`src/sfh_pkg.sv`:
```
// constants, opcodes and command framing table for the serial flash host
package sfh_pkg;

  localparam int REF_PERIOD_NS = 40;
  localparam int SCK_PERIOD_NS = 320;
  localparam int SCK_DIV = SCK_PERIOD_NS / REF_PERIOD_NS;
  localparam int SCK_HZ = 1_000_000_000 / SCK_PERIOD_NS;
  localparam int LOW_FREQUENCY_READ_LIMIT_HZ = 40_000_000;
  localparam int SPI_CLK_LIMIT_HZ = 85_000_000;
  localparam int T_CS_HIGH_NS = 100;

  localparam logic [2:0] PH_LAST = 3'(SCK_DIV - 1);
  localparam logic [2:0] PH_SCK_UP = 3'(SCK_DIV / 2 - 1);
  localparam logic [2:0] CLK_LAST_X1 = 3'h7;
  localparam logic [2:0] CLK_LAST_X2 = 3'h3;
  localparam logic [2:0] CLK_LAST_X4 = 3'h1;
  localparam logic [3:0] CS_HIGH_CYC = 4'((T_CS_HIGH_NS + REF_PERIOD_NS - 1) / REF_PERIOD_NS);
  localparam logic [7:0] DUMMY_BYTE_CYC = 8'(8 * SCK_DIV);
  localparam logic [20:0] ADDR_TOP = 21'h1FFFFF;
  localparam logic [8:0] MAX_PAGE = 9'h100;
  localparam logic [8:0] ID_MAX = 9'h005;
  localparam logic [3:0] IO_IDLE = 4'hC;
  localparam logic [3:0] OE_IDLE = 4'h2;

  localparam logic [7:0] OP_READ_FAST2 = 8'h1B;
  localparam logic [7:0] OP_READ_FAST1 = 8'h0B;
  localparam logic [7:0] OP_READ_SLOW = 8'h03;
  localparam logic [7:0] OP_READ_DUAL = 8'h3B;
  localparam logic [7:0] OP_READ_QUAD = 8'h6B;
  localparam logic [7:0] OP_ERASE_4K = 8'h20;
  localparam logic [7:0] OP_ERASE_32K = 8'h52;
  localparam logic [7:0] OP_ERASE_64K = 8'hD8;
  localparam logic [7:0] OP_ERASE_ALL_A = 8'h60;
  localparam logic [7:0] OP_ERASE_ALL_B = 8'hC7;
  localparam logic [7:0] OP_PROG = 8'h02;
  localparam logic [7:0] OP_PROG_DUAL = 8'hA2;
  localparam logic [7:0] OP_PROG_QUAD = 8'h32;
  localparam logic [7:0] OP_SUSPEND = 8'hB0;
  localparam logic [7:0] OP_RESUME = 8'hD0;
  localparam logic [7:0] OP_WR_EN = 8'h06;
  localparam logic [7:0] OP_WR_DIS = 8'h04;
  localparam logic [7:0] OP_PROTECT = 8'h36;
  localparam logic [7:0] OP_UNPROTECT = 8'h39;
  localparam logic [7:0] OP_RD_PROT = 8'h3C;
  localparam logic [7:0] OP_LOCK = 8'h33;
  localparam logic [7:0] OP_FREEZE = 8'h34;
  localparam logic [7:0] OP_RD_LOCK = 8'h35;
  localparam logic [7:0] OP_OTP_PROG = 8'h9B;
  localparam logic [7:0] OP_OTP_READ = 8'h77;
  localparam logic [7:0] OP_RD_STAT = 8'h05;
  localparam logic [7:0] OP_WR_STAT1 = 8'h01;
  localparam logic [7:0] OP_WR_STAT2 = 8'h31;
  localparam logic [7:0] OP_RD_CFG = 8'h3F;
  localparam logic [7:0] OP_WR_CFG = 8'h3E;
  localparam logic [7:0] OP_SOFT_RST = 8'hF0;
  localparam logic [7:0] OP_READ_ID = 8'h9F;
  localparam logic [7:0] OP_SLEEP = 8'hB9;
  localparam logic [7:0] OP_WAKE = 8'hAB;

  typedef enum logic [1:0] {
    DIR_NONE = 2'h0,
    DIR_WR   = 2'h1,
    DIR_RD   = 2'h2
  } sfh_dir_e;

  typedef struct packed {
    logic        ok;
    logic [1:0]  nadr;
    logic [1:0]  ndum;
    sfh_dir_e    dir;
    logic [2:0]  lanes;
    logic [8:0]  maxlen;
  } sfh_fmt_s;

  function automatic sfh_fmt_s sfh_mk(input logic [1:0] na, input logic [1:0] nd,
                                      input sfh_dir_e d, input logic [2:0] ln,
                                      input logic [8:0] ml);
    sfh_mk = '{ok: 1'b1, nadr: na, ndum: nd, dir: d, lanes: ln, maxlen: ml};
  endfunction

  // framing of every known opcode; anything else is refused
  function automatic sfh_fmt_s sfh_decode(input logic [7:0] op);
    case (op)
      OP_READ_FAST2, OP_OTP_READ: sfh_decode = sfh_mk(2'h3, 2'h2, DIR_RD, 3'h1, 9'h000);
      OP_READ_FAST1: sfh_decode = sfh_mk(2'h3, 2'h1, DIR_RD, 3'h1, 9'h000);
      OP_READ_SLOW, OP_RD_PROT, OP_RD_LOCK: sfh_decode = sfh_mk(2'h3, 2'h0, DIR_RD, 3'h1, 9'h000);
      OP_READ_DUAL: sfh_decode = sfh_mk(2'h3, 2'h1, DIR_RD, 3'h2, 9'h000);
      OP_READ_QUAD: sfh_decode = sfh_mk(2'h3, 2'h1, DIR_RD, 3'h4, 9'h000);
      OP_ERASE_4K, OP_ERASE_32K, OP_ERASE_64K, OP_PROTECT, OP_UNPROTECT:
        sfh_decode = sfh_mk(2'h3, 2'h0, DIR_NONE, 3'h1, 9'h000);
      OP_ERASE_ALL_A, OP_ERASE_ALL_B, OP_SUSPEND, OP_RESUME, OP_WR_EN, OP_WR_DIS,
      OP_SLEEP, OP_WAKE: sfh_decode = sfh_mk(2'h0, 2'h0, DIR_NONE, 3'h1, 9'h000);
      OP_PROG, OP_OTP_PROG: sfh_decode = sfh_mk(2'h3, 2'h0, DIR_WR, 3'h1, MAX_PAGE);
      OP_PROG_DUAL: sfh_decode = sfh_mk(2'h3, 2'h0, DIR_WR, 3'h2, MAX_PAGE);
      OP_PROG_QUAD: sfh_decode = sfh_mk(2'h3, 2'h0, DIR_WR, 3'h4, MAX_PAGE);
      OP_LOCK, OP_FREEZE: sfh_decode = sfh_mk(2'h3, 2'h0, DIR_WR, 3'h1, 9'h001);
      OP_RD_STAT, OP_RD_CFG: sfh_decode = sfh_mk(2'h0, 2'h0, DIR_RD, 3'h1, 9'h000);
      OP_WR_STAT1, OP_WR_STAT2, OP_WR_CFG, OP_SOFT_RST:
        sfh_decode = sfh_mk(2'h0, 2'h0, DIR_WR, 3'h1, 9'h001);
      OP_READ_ID: sfh_decode = sfh_mk(2'h0, 2'h0, DIR_RD, 3'h1, ID_MAX);
      default: sfh_decode = '0;
    endcase
  endfunction

endpackage

```
`src/sfh_sync3.sv`:
```
// three-stage synchroniser for the flash data pins
`timescale 1ns/1ps
`default_nettype none
module sfh_sync3 (
  // clock and reset
  input  wire logic       ref_clk,
  input  wire logic       reset,
  // pins and result
  input  wire logic [3:0] pin_in,
  output logic      [3:0] pin_sync
);
  logic [3:0] s1;
  logic [3:0] s2;
  logic [3:0] s3;

  always_ff @(posedge ref_clk) begin
    if (reset) begin
      s1 <= 4'h0;
      s2 <= 4'h0;
      s3 <= 4'h0;
    end else begin
      s1 <= pin_in;
      s2 <= s1;
      s3 <= s2;
    end
  end

  // per bit, a change counts once the last two stages agree
  genvar g;
  for (g = 0; g < 4; g++) begin : g_bit
    always_ff @(posedge ref_clk) begin
      if (reset) begin
        pin_sync[g] <= 1'b0;
      end else if (s2[g] == s3[g]) begin
        pin_sync[g] <= s3[g];
      end
    end
  end
endmodule
`default_nettype wire

```
`src/sfh_ctrl.sv`:
```
// host controller that frames serial flash commands and streams data
// Operation
// - 1Bh read: three address bytes, two dummy bytes, then data.
// - 0Bh read: three address bytes, exactly one dummy byte, then data.
// - 03h read: no dummy byte, only at the low read clock limit.
// - 1Bh above normal clock only with high-speed clocking protocol.
// - chip select may rise at any point of a read.
// - block erases take three address bytes; others take nothing.
// - 02h program: three address bytes, 1 to 256 data bytes.
// - A2h dual program: same framing as single program.
// - 32h quad program: three address bytes, one or more data bytes.
// - protect/unprotect address only; 3Ch reads; 06h/04h bare.
// - 33h and 34h take three address bytes and one data byte.
// - 35h takes three address bytes then returns data.
// - 9Bh takes three address bytes then data bytes.
// - 77h takes three address bytes, two dummies, returns data.
// - 05h/3Fh return data; 31h/3Eh take one data byte.
// - 9Fh returns one to five bytes at the normal clock limit.
// - B9h/ABh bare; F0h takes one data byte.
// - 3Bh dual read: one dummy, two bits per clock, MSB on line one.
// - 6Bh quad read: one dummy, four bits per clock, MSB on line three.
`timescale 1ns/1ps
`default_nettype none
module sfh_ctrl
  import sfh_pkg::*;
(
  // clock and reset
  input  wire logic        ref_clk,
  input  wire logic        reset,
  // command
  input  wire logic        cmd_valid,
  output logic             cmd_ready,
  input  wire logic [7:0]  cmd_opcode,
  input  wire logic [23:0] cmd_addr,
  input  wire logic [8:0]  cmd_len,
  input  wire logic        cmd_abort,
  output logic             cmd_done,
  output logic             cmd_err,
  // write data
  input  wire logic        wr_valid,
  input  wire logic [7:0]  wr_data,
  output logic             wr_ready,
  // read data
  output logic             rd_valid,
  output logic [7:0]       rd_data,
  output logic [20:0]      rd_addr,
  // flash pins
  output logic             flash_cs_n,
  output logic             flash_sck,
  output logic [3:0]       flash_io_out,
  output logic [3:0]       flash_io_oe_n,
  input  wire logic [3:0]  flash_io_in
);
  typedef enum logic [7:0] {
    ST_IDLE  = 8'h01,
    ST_OPC   = 8'h02,
    ST_ADDR  = 8'h04,
    ST_DUMMY = 8'h08,
    ST_WLOAD = 8'h10,
    ST_WDATA = 8'h20,
    ST_RDATA = 8'h40,
    ST_END   = 8'h80
  } sfh_state_e;

  sfh_state_e  st;
  sfh_state_e  tgt;
  sfh_state_e  data_st;
  sfh_fmt_s    fmt;
  sfh_fmt_s    dec;
  logic [7:0]  op_q;
  logic [2:0]  phase;
  logic [2:0]  clk_cnt;
  logic [2:0]  cur_w;
  logic [2:0]  last_clk;
  logic [1:0]  idx;
  logic [8:0]  left;
  logic [8:0]  len_sel;
  logic        unlim;
  logic [7:0]  tx;
  logic [7:0]  rx;
  logic [7:0]  rx_next;
  logic [23:0] addr_q;
  logic [20:0] arr_cnt;
  logic [3:0]  hold;
  logic [3:0]  io_s;
  logic        shifting;
  logic        tick;
  logic        byte_end;
  logic        accept;

  sfh_sync3 i_sfh_sync3 (
    .ref_clk  (ref_clk),
    .reset    (reset),
    .pin_in   (flash_io_in),
    .pin_sync (io_s)
  );

  // host lanes for a byte: io3/io2 held high outside quad mode
  function automatic logic [3:0] lane_out(input logic [7:0] b, input logic [2:0] w);
    if (w == 3'h4) begin
      lane_out = b[7:4];
    end else if (w == 3'h2) begin
      lane_out = {2'b11, b[7:6]};
    end else begin
      lane_out = {3'b110, b[7]};
    end
  endfunction

  // release lines the device drives; dummy phase already released
  function automatic logic [3:0] oe_map(input sfh_state_e s, input sfh_fmt_s f);
    logic rd_side;
    rd_side = (s == ST_RDATA) || (s == ST_DUMMY && f.dir == DIR_RD);
    if (rd_side && f.lanes == 3'h4) begin
      oe_map = 4'hF;
    end else if (rd_side && f.lanes == 3'h2) begin
      oe_map = 4'h3;
    end else if ((s == ST_WDATA || s == ST_WLOAD) && f.lanes != 3'h1) begin
      oe_map = 4'h0;
    end else begin
      oe_map = OE_IDLE;
    end
  endfunction

  assign dec      = sfh_decode(cmd_opcode);
  assign accept   = cmd_valid && cmd_ready;
  assign shifting = (st == ST_OPC) || (st == ST_ADDR) || (st == ST_DUMMY) ||
                    (st == ST_WDATA) || (st == ST_RDATA);
  assign tick     = shifting && (phase == PH_LAST);
  assign cur_w    = (st == ST_WDATA || st == ST_RDATA) ? fmt.lanes : 3'h1;
  assign last_clk = (cur_w == 3'h4) ? CLK_LAST_X4 :
                    (cur_w == 3'h2) ? CLK_LAST_X2 : CLK_LAST_X1;
  assign byte_end = tick && (clk_cnt == last_clk);
  assign data_st  = (fmt.dir == DIR_WR) ? ST_WLOAD :
                    (fmt.dir == DIR_RD) ? ST_RDATA : ST_END;

  // stage after the byte now finishing
  always_comb begin
    tgt = st;
    case (st)
      ST_OPC:   tgt = (fmt.nadr != 2'h0) ? ST_ADDR : data_st;
      ST_ADDR:  tgt = (idx != 2'h2) ? ST_ADDR : (fmt.ndum != 2'h0) ? ST_DUMMY : data_st;
      ST_DUMMY: tgt = (idx != fmt.ndum - 2'h1) ? ST_DUMMY : data_st;
      ST_WDATA: tgt = (left == 9'h000) ? ST_END : ST_WLOAD;
      ST_RDATA: tgt = (!unlim && left == 9'h001) ? ST_END : ST_RDATA;
      default:  tgt = st;
    endcase
  end

  // length clamp per opcode class
  always_comb begin
    len_sel = 9'h000;
    if (dec.dir == DIR_WR) begin
      len_sel = (cmd_len == 9'h000) ? 9'h001 : cmd_len;
      if (len_sel > dec.maxlen) len_sel = dec.maxlen;
    end else if (dec.dir == DIR_RD) begin
      len_sel = (cmd_len == 9'h000 || (dec.maxlen != 9'h000 && cmd_len > dec.maxlen)) ?
                dec.maxlen : cmd_len;
    end
  end

  // incoming bits per lane width, MSB first
  always_comb begin
    case (cur_w)
      3'h4:    rx_next = {rx[3:0], io_s};
      3'h2:    rx_next = {rx[5:0], io_s[1:0]};
      default: rx_next = {rx[6:0], io_s[1]};
    endcase
  end

  // serial clock divider and bit counter
  always_ff @(posedge ref_clk) begin
    if (reset) begin
      phase   <= 3'h0;
      clk_cnt <= 3'h0;
    end else if (!shifting) begin
      phase   <= 3'h0;
      clk_cnt <= 3'h0;
    end else begin
      phase <= phase + 3'h1;
      if (tick) clk_cnt <= byte_end ? 3'h0 : clk_cnt + 3'h1;
    end
  end

  // command sequencing and outgoing bits
  always_ff @(posedge ref_clk) begin
    if (reset) begin
      st           <= ST_IDLE;
      fmt          <= '0;
      op_q         <= 8'h00;
      idx          <= 2'h0;
      left         <= 9'h000;
      unlim        <= 1'b0;
      tx           <= 8'h00;
      addr_q       <= 24'h000000;
      hold         <= 4'h0;
      flash_cs_n   <= 1'b1;
      flash_io_out <= IO_IDLE;
      cmd_ready    <= 1'b0;
      cmd_err      <= 1'b0;
      cmd_done     <= 1'b0;
      wr_ready     <= 1'b0;
    end else begin
      cmd_err  <= 1'b0;
      cmd_done <= 1'b0;
      case (st)
        ST_IDLE: begin
          cmd_ready <= 1'b1;
          if (accept) begin
            cmd_ready <= 1'b0;
            if (!dec.ok) begin
              cmd_err <= 1'b1;
            end else begin
              st           <= ST_OPC;
              fmt          <= dec;
              op_q         <= cmd_opcode;
              addr_q       <= {3'h0, cmd_addr[20:0]};
              left         <= len_sel;
              unlim        <= (dec.dir == DIR_RD) && (len_sel == 9'h000);
              flash_cs_n   <= 1'b0;
              flash_io_out <= lane_out(cmd_opcode, 3'h1);
              tx           <= {cmd_opcode[6:0], 1'b0};
            end
          end
        end
        ST_END: begin
          flash_io_out <= IO_IDLE;
          hold         <= hold + 4'h1;
          if (hold == CS_HIGH_CYC) begin
            st       <= ST_IDLE;
            cmd_done <= 1'b1;
          end
        end
        ST_WLOAD: begin
          if (cmd_abort) begin
            st         <= ST_END;
            flash_cs_n <= 1'b1;
            hold       <= 4'h0;
            wr_ready   <= 1'b0;
          end else if (wr_valid && wr_ready) begin
            wr_ready     <= 1'b0;
            flash_io_out <= lane_out(wr_data, fmt.lanes);
            tx           <= wr_data << fmt.lanes;
            left         <= left - 9'h001;
            st           <= ST_WDATA;
          end
        end
        default: begin
          if (cmd_abort) begin
            st         <= ST_END;
            flash_cs_n <= 1'b1;
            hold       <= 4'h0;
          end else if (byte_end) begin
            st  <= tgt;
            idx <= (tgt == st) ? idx + 2'h1 : 2'h0;
            if (st == ST_RDATA && !unlim) left <= left - 9'h001;
            if (tgt == ST_ADDR) begin
              flash_io_out <= lane_out(addr_q[23:16], 3'h1);
              tx           <= {addr_q[22:16], 1'b0};
              addr_q       <= {addr_q[15:0], 8'h00};
            end else if (tgt == ST_DUMMY) begin
              flash_io_out <= lane_out(8'h00, 3'h1);
              tx           <= 8'h00;
            end else if (tgt == ST_WLOAD) begin
              wr_ready <= 1'b1;
            end else if (tgt == ST_END) begin
              flash_cs_n <= 1'b1;
              hold       <= 4'h0;
            end
          end else if (tick) begin
            flash_io_out <= lane_out(tx, cur_w);
            tx           <= tx << cur_w;
          end
        end
      endcase
    end
  end

  // read data assembly and array address tracking
  always_ff @(posedge ref_clk) begin
    if (reset) begin
      rx       <= 8'h00;
      rd_valid <= 1'b0;
      rd_data  <= 8'h00;
      rd_addr  <= 21'h000000;
      arr_cnt  <= 21'h000000;
    end else begin
      rd_valid <= 1'b0;
      if (accept) begin
        arr_cnt <= cmd_addr[20:0];
      end else if (st == ST_RDATA && tick && !cmd_abort) begin
        rx <= rx_next;
        if (byte_end) begin
          rd_valid <= 1'b1;
          rd_data  <= rx_next;
          rd_addr  <= arr_cnt;
          arr_cnt  <= (arr_cnt == ADDR_TOP) ? '0 : arr_cnt + 21'h000001;
        end
      end
    end
  end

  // clock and output-enable pins
  always_ff @(posedge ref_clk) begin
    if (reset) begin
      flash_sck     <= 1'b0;
      flash_io_oe_n <= OE_IDLE;
    end else begin
      flash_sck     <= shifting && !cmd_abort && phase >= PH_SCK_UP && phase != PH_LAST;
      flash_io_oe_n <= oe_map(st, fmt);
    end
  end

  // helper counters for checks
  logic [7:0] dum_cyc;
  logic [8:0] wr_cnt;
  logic [8:0] rd_cnt;

  always_ff @(posedge ref_clk) begin
    if (reset || accept) begin
      dum_cyc <= 8'h00;
      wr_cnt  <= 9'h000;
      rd_cnt  <= 9'h000;
    end else begin
      if (st == ST_DUMMY) dum_cyc <= dum_cyc + 8'h01;
      if (wr_valid && wr_ready) wr_cnt <= wr_cnt + 9'h001;
      if (rd_valid) rd_cnt <= rd_cnt + 9'h001;
    end
  end
endmodule
`default_nettype wire

```
`config.mk`:
```
export PLATFORM = sky130hd
export DESIGN_NAME = sfh_ctrl
export DESIGN_NICKNAME = d
export VERILOG_FILES = /design/src/sfh_pkg.sv /design/src/sfh_sync3.sv /design/src/sfh_ctrl.sv
export SDC_FILE = /design/constraint.sdc
export NUM_CORES = 1
export LEC_CHECK = 0
export BUFFER_PORTS_ARGS = -buffer_cell sky130_fd_sc_hd__buf_2
export CELL_PAD_IN_SITES_DETAIL_PLACEMENT = 0
export CELL_PAD_IN_SITES_GLOBAL_PLACEMENT = 2
export CORE_UTILIZATION = 35
export DETAILED_ROUTE_END_ITERATION = 8
export PLACE_DENSITY_LB_ADDON = 0.15
export SETUP_SLACK_MARGIN = 0.1
export SLEW_MARGIN = 20
export SYNTH_ARGS = -nofsm -noshare
export SYNTH_HDL_FRONTEND = slang
export SYNTH_SLANG_ARGS = --single-unit
```
`constraint.sdc`:
```
create_clock -name ref_clk -period 11.46 [get_ports ref_clk]
set_clock_uncertainty 0.1 [all_clocks]
set_input_delay 2.292 -clock ref_clk [delete_from_list [all_inputs] [get_ports ref_clk]]
set_output_delay 2.292 -clock ref_clk [all_outputs]
set_load 0.01 [all_outputs]
```
# Word-level counts from Yosys, hierarchy flattened
# Cells that the tools add are included.
[word_totals]
in_bits = 58
ff_bits = 159
out_inout_bits = 44
word_cells = 324
[op_classes]
n_shift = 2
reduce_logical = 77
order_cmp = 3
bitwise = 9
eq_ne = 88
n_mux = 104
n_addsub = 7
[ops]
columns = ["op", "n"]
rows = [
  ["$pmux W19 S14", 1],
  ["$mux W8", 24],
  ["$mux W24", 5],
  ["$mux W9", 12],
  ["$eq A8 B6 Y1 const B", 13],
  ["$eq A8 B8 Y1 const B", 12],
  ["$mux W21", 4],
  ["$mux W4", 19],
  ["$pmux W24 S2", 1],
  ["$pmux W8 S3", 2],
  ["$eq A8 B3 Y1 const B", 5],
  ["$eq A8 B7 Y1 const B", 5],
  ["$pmux W8 S5", 1],
  ["$logic_not A9 Y1", 3],
  ["$pmux W9 S3", 1],
  ["$eq A8 B2 Y1 const B", 3],
  ["$eq A8 B4 Y1 const B", 3],
  ["$eq A8 B5 Y1 const B", 3],
  ["$pmux W4 S3", 2],
  ["$add A21 B1 Y21 const B", 1],
  ["$eq A21 B21 Y1 const B", 1],
  ["$reduce_and A7 Y1", 3],
  ["$mux W1", 20],
  ["$gt A9 B9 Y1", 2],
  ["50 further kinds", 144],
]

# Logic depth before layout (Yosys ltp)
[logic_depth]
word_depth = 14
ltp_mapped = 14

# Hierarchy
# From an unflattened synthesis, not the netlist that was laid out.
[unflattened]
cells_unflattened = 1151
area_unflattened_um2 = 9130.0
[modules_own_cells]
columns = ["mod", "n_inst", "cells_per_inst", "seq_area_each_um2", "area_each_um2"]
rows = [
  ["sfh_ctrl", 1, 1110, 2822.7, 8643.3],
  ["sfh_sync3", 1, 41, 320.3, 486.7],
]

# Worst setup path before layout
# OpenSTA, ideal clock, no wires.
[synth_timing]
path_kind = "input-to-reg"
start = "input port cmd_opcode[3]"
end = "register unlim"
arrival_time_ps = 5216
path_buffers = 1
setup_ps = 72
path_slack_ps = 6072
required_ps = 11288
cell_stages = 12
cell_sequence = "clkbuf_1 > or4b_1 > o32ai_1 > o21bai_1 > ha_1 > a32oi_1 > o22ai_1 > or2_2 > a22o_1 > o31a_1 > or4_1 > mux2i_1"
[synth_between]
elab_chain_cells = 11
word_cells_on_any_way = 57
[synth_rtl]
columns = ["element", "line_no", "text"]
rows = [
  ["start: declaration", "sfh_ctrl.sv:33", "input wire logic [7:0] cmd_opcode,"],
  ["$eq A8 B7 Y1, or another cell as far along", "sfh_pkg.sv:83", "case (op)"],
  ["$reduce_or A8 Y1, or another cell as far along", "sfh_pkg.sv:83", ""],
  ["$pmux W19 S14 *", "sfh_pkg.sv:83", ""],
  ["$gt A9 B9 Y1 or $reduce_bool A9 Y1 (tied branches)", "sfh_ctrl.sv:156", "len_sel = (cmd_len == 9'h000 || (dec.maxlen != 9'h000 && cmd_len > dec.maxlen)) ?"],
  ["$logic_and A1 B1 Y1", "sfh_ctrl.sv:156", ""],
  ["$logic_or A1 B1 Y1", "sfh_ctrl.sv:156", ""],
  ["$mux W9", "sfh_ctrl.sv:156", ""],
  ["$mux W9", "sfh_ctrl.sv:155", "end else if (dec.dir == DIR_RD) begin"],
  ["$mux W9", "sfh_ctrl.sv:152", "if (dec.dir == DIR_WR) begin"],
  ["$logic_not A9 Y1", "sfh_ctrl.sv:218", "unlim <= (dec.dir == DIR_RD) && (len_sel == 9'h000);"],
  ["$logic_and A1 B1 Y1", "sfh_ctrl.sv:218", ""],
  ["end signal: assignment", "sfh_ctrl.sv:218", ""],
  ["end: declaration", "sfh_ctrl.sv:78", "logic unlim;"],
]
# Every way passes the cells marked *; elsewhere a longest branch is shown, timed or not.
# A chain may end at the register's enable or synchronous reset.

# Final worst setup path
[layout_timing]
start = "input port cmd_opcode[0]"
end = "register left[4]"
[layout_between]
elab_chain_cells = 12
word_cells_on_any_way = 59
[layout_rtl]
columns = ["element", "line_no", "text"]
rows = [
  ["$eq A8 B7 Y1, or another cell as far along", "sfh_pkg.sv:83", ""],
  ["$reduce_or A8 Y1, or another cell as far along", "sfh_pkg.sv:83", ""],
  ["$pmux W19 S14 *", "sfh_pkg.sv:83", ""],
  ["$gt A9 B9 Y1 or $reduce_bool A9 Y1 (tied branches)", "sfh_ctrl.sv:156", ""],
  ["$logic_and A1 B1 Y1", "sfh_ctrl.sv:156", ""],
  ["$logic_or A1 B1 Y1", "sfh_ctrl.sv:156", ""],
  ["$mux W9", "sfh_ctrl.sv:156", ""],
  ["$mux W9", "sfh_ctrl.sv:155", ""],
  ["$mux W9", "sfh_ctrl.sv:152", ""],
  ["$mux W9", "sfh_ctrl.sv:210", "if (!dec.ok) begin"],
  ["$mux W9", "sfh_ctrl.sv:208", "if (accept) begin"],
  ["$pmux W9 S3", "sfh_ctrl.sv:205", "case (st)"],
  ["end signal: assignment", "sfh_ctrl.sv:217", "left <= len_sel;"],
  ["end signal: assignment", "sfh_ctrl.sv:243", "left <= left - 9'h001;"],
  ["end signal: assignment", "sfh_ctrl.sv:255", "if (st == ST_RDATA && !unlim) left <= left - 9'h001;"],
  ["end: declaration", "sfh_ctrl.sv:76", "logic [8:0] left;"],
]
# Every way passes the cells marked *; elsewhere a longest branch is shown, timed or not. The select of a mux whose other input is x is not followed.

==> run_results.csv <==
group,metric,value,unit
final_layout,multiInputGateArea,5420,sq um
drt,drt_first_pass_iters,5,
worst_setup_path,critical-path-top-delay-family,"compound AO/OA/AOI/OAI gates",
floorplanning,core_area,25300,sq um
global_route,antenna_found_initial,0,
placed_design,portBuffers,98,
drt,avgViaCountPerCell,5.60,
timing,period_needed,5.53,ns
placed_design,hpwlAfterDp,20600,um
pwr,p_total,1.71,mW
drt,wl,28800,um
synth,synth_seq_area_share,34.9,%
drt,ant_nets,0,
timing,worstMarginPinSlew,0.923,ns
placed_design,routabilityCongestion,0.872,
timing,max_slew_margin,38.5,%
status,status,"finished, final reports clean",
worst_setup_path,cpPeakStageDelay,0.67,ns
job,drv_cap,0,
final_layout,stdcell_area,10300,sq um
timing,tns,0,ns
pwr,power.leakage,3.67,nW
drt,drt_iter0_markers,801,
global_route,grt_max_degree,83,
synth,synth_compound_area_share,23.0,%
synth,synth_cells,1195,
clocking,cts-resized-gates,0,
placed_design,placed_area,9720,sq um
floorplanning,start_util,35.7,%
floorplanning,fp.dieH,162,um
drt,vias,8881,
synth,synth_xor_area_share,3.11,%
timing,finalHoldViolCount,0,
synth,synth_top_family_by_area,"simple AND/OR/NAND/NOR gates",
floorplanning,die_w,162,um
pwr,vdd_drop_max,0.0000866,V
synth,synth_flop_cell,"dfxtp_1",
worst_setup_path,crit_chain,"buf_2 > or4b_1 > o32ai_1 > o21bai_1 > ha_1 > a21boi_0 > o22ai_1 > or2_2 > a22o_1 > and2_1 > a221oi_1 > nor3_1",
synth,synthAdderAreaFrac,2.50,%
floorplanning,die_area,26400,sq um
worst_setup_path,cp.required,11.64,ns
global_route,grt_pass1_wl,46300,um
hold_path,hold_path_class,"reg2reg",
final_layout,final_nets,1320,
clocking,clk_latency,0.43,ns
worst_setup_path,crit_path_start_kind,"primary input",
timing,rsz0062_at_grt,"no",
timing,fmax,181,MHz
final_layout,final.fill_count,2696,
timing,maxSlewViolCount,0,
final_layout,diodes,0,
final_layout,area_growth,14.4,%
worst_setup_path,path_buf_inv,1,
timing,finalSetupViolCount,0,
clocking,ctsHtreeMaxLevel,4,
clocking,cts_sinks,157,
global_route,first_global_vias,8278,
pwr,p_per_area,166,nW/um^2
worst_setup_path,crit_arrival,5.71,ns
synth,synthMuxAreaShare,2.32,%
drt,drcViolationCount,0,
worst_setup_path,cp_slowest_cell,"or4b_1",
clocking,ctsLongestPathBuffers,2,
floorplanning,rows,58,
clocking,clk_pin_slew,0.07,ns
synth,synth_seq_cells,157,
timing,fin_crit_sh,48.2,%
floorplanning,ios,102,
global_route,grt_util_all_layers,22.2,%
clocking,ctsHoldBuffers,0,
synth,syn_area,9010,sq um
clocking,cts_setup_buffers,0,
synth,yosysWarnings,0,
synth,async_flop_share,0,%
final_layout,final_layout_size_suffix_gt1_share,14.3,%
synth,syn_nets,1271,
clocking,ctsRootBufferMaster,"clkbuf_16",
synth,synth-edff-count,0,
global_route,overflow,0,
worst_setup_path,path_class,"in2reg",
synth,synth_cell_type_count,85,
timing,holdWs,0.338,ns
worst_setup_path,critPathMaxFanout,21,
final_layout,regArea,3140,sq um
drt,avgRoutedWirePerCell,18.2,um
synth,synth.avg_cell_area,7.54,sq um
clocking,cts_buffers,17,
worst_setup_path,end_kind,"flip-flop",
clocking,tritoncts,"built",
synth,synthSimpleGateAreaFrac,29.1,%
[worst register-to-register path, delay by kind of cell, from the launching register on]
| kind | cells | cell delay (ns) |
|---|---|---|
| DFF | 1 | 0.44 |
| AOI/OAI and AO/OA | 3 | 0.71 |
| and+or+nand+nor | 5 | 2.99 |
[power by group]
group / internal [mW] / total (mW) / switching [mW]
logic: 0.165 / 0.496 / 0.331
clock network: 0.308 / 0.569 / 0.261
registers: 0.595 / 0.649 / 0.0538
total: 1.07 / 1.71 / 0.646
[worst paths after layout]
check	from	cells after the start	slack (ns)	endpoint
max	cmd_opcode[0]	12	5.93	left[4]
min	i_sfh_sync3.s1[1]	1	0.34	i_sfh_sync3.s2[1]
max reg2reg	st[1]	8	7.17	arr_cnt[13]
min reg2reg	i_sfh_sync3.s1[1]	1	0.34	i_sfh_sync3.s2[1]
[state kept, by name, summed over array words and instances, names as in the netlist, 7 cells and up, named ones only]
name,flops
fmt,8
arr_cnt,21
left,9
rx,7
addr_q,24
rd_data,8
rd_addr,21
st,8
[area by class of cell]
| type | count | share of cell area, % |
|---|---|---|
| repair buffers | 115 | 6.02 |
| clock inverters | 14 | 1.47 |
| well taps | 330 | 4.01 |
| clock buffers | 17 | 4.13 |
| multi-input cells | 918 | 52.6 |
| flip-flops and latches | 157 | 30.5 |
| inverters | 35 | 1.27 |
[layout by cell type, fill, tap and decap left out, types with 7 or more instances in the layout]
cell type,n
a211o_1,7
a211oi_1,14
a21o_1,16
a21oi_1,118
a22oi_1,13
a311oi_1,7
a31oi_1,9
and3_1,11
buf_2,97
buf_4,18
clkbuf_16,17
dfxtp_1,157
ha_1,18
inv_1,33
mux2i_1,13
nand2_1,202
nand2b_1,8
nand3_1,44
nand4_1,11
nor2_1,97
nor2b_1,21
nor3_1,39
nor3b_1,8
nor4_1,19
o211ai_1,10
o21ai_0,48
o22ai_1,8
o31ai_1,7
or3_1,9
or4_1,7
xnor2_1,23
xor2_1,9
[routing by layer]
| layer | wire length [um] | GRT usage, % | vias to the layer above |
|---|---|---|---|
| met5 | 0 | 0 | - |
| met3 | 1220 | 3.59 | 26 |
| met2 | 13300 | 35.5 | 202 |
| li1 | - | - | 4417 |
| met1 | 13800 | 30.6 | 4236 |
| met4 | 553 | 6.43 | 0 |
[synthesized netlist by cell type, types with 11 or more instances]
master,instances,area (sq um)
clkbuf_1,71,267
nor3_1,39,195
nor2b_1,21,131
xnor2_1,23,201
inv_1,33,124
nand4_1,11,68.8
mux2i_1,13,130
o21ai_0,48,240
a21o_1,16,120
ha_1,18,225
dfxtp_1,157,3140
a22oi_1,13,97.6
nand2_1,203,762
nor4_1,20,125
a21oi_1,118,591
a211oi_1,14,105
and3_1,11,68.8
nand3_1,44,220
nor2_1,98,368
[kinds of logic after synthesis]
| kind of cell | Yosys count |
|---|---|
| simple gates | 529 |
| buf+inv | 120 |
| xor+xnor | 32 |
| fa+ha+maj | 18 |
| compound gates | 320 |
| flops | 157 |
| mux | 19 |
[metrics by stage]
step | setup WS, ns | std cells | util [%]
3_5_place_dp | 5.51 | 1555 | 38.5
5_1_grt | 5.70 | 1586 | 40.8
2_1_floorplan | 6.07 | 1195 | -
4_1_cts | 5.95 | 1586 | 40.8
3_3_place_gp | 5.49 | 1555 | 38.5
6_report | 5.93 | 1586 | 40.8
Note: power is estimated with default switching activity, not from simulation.
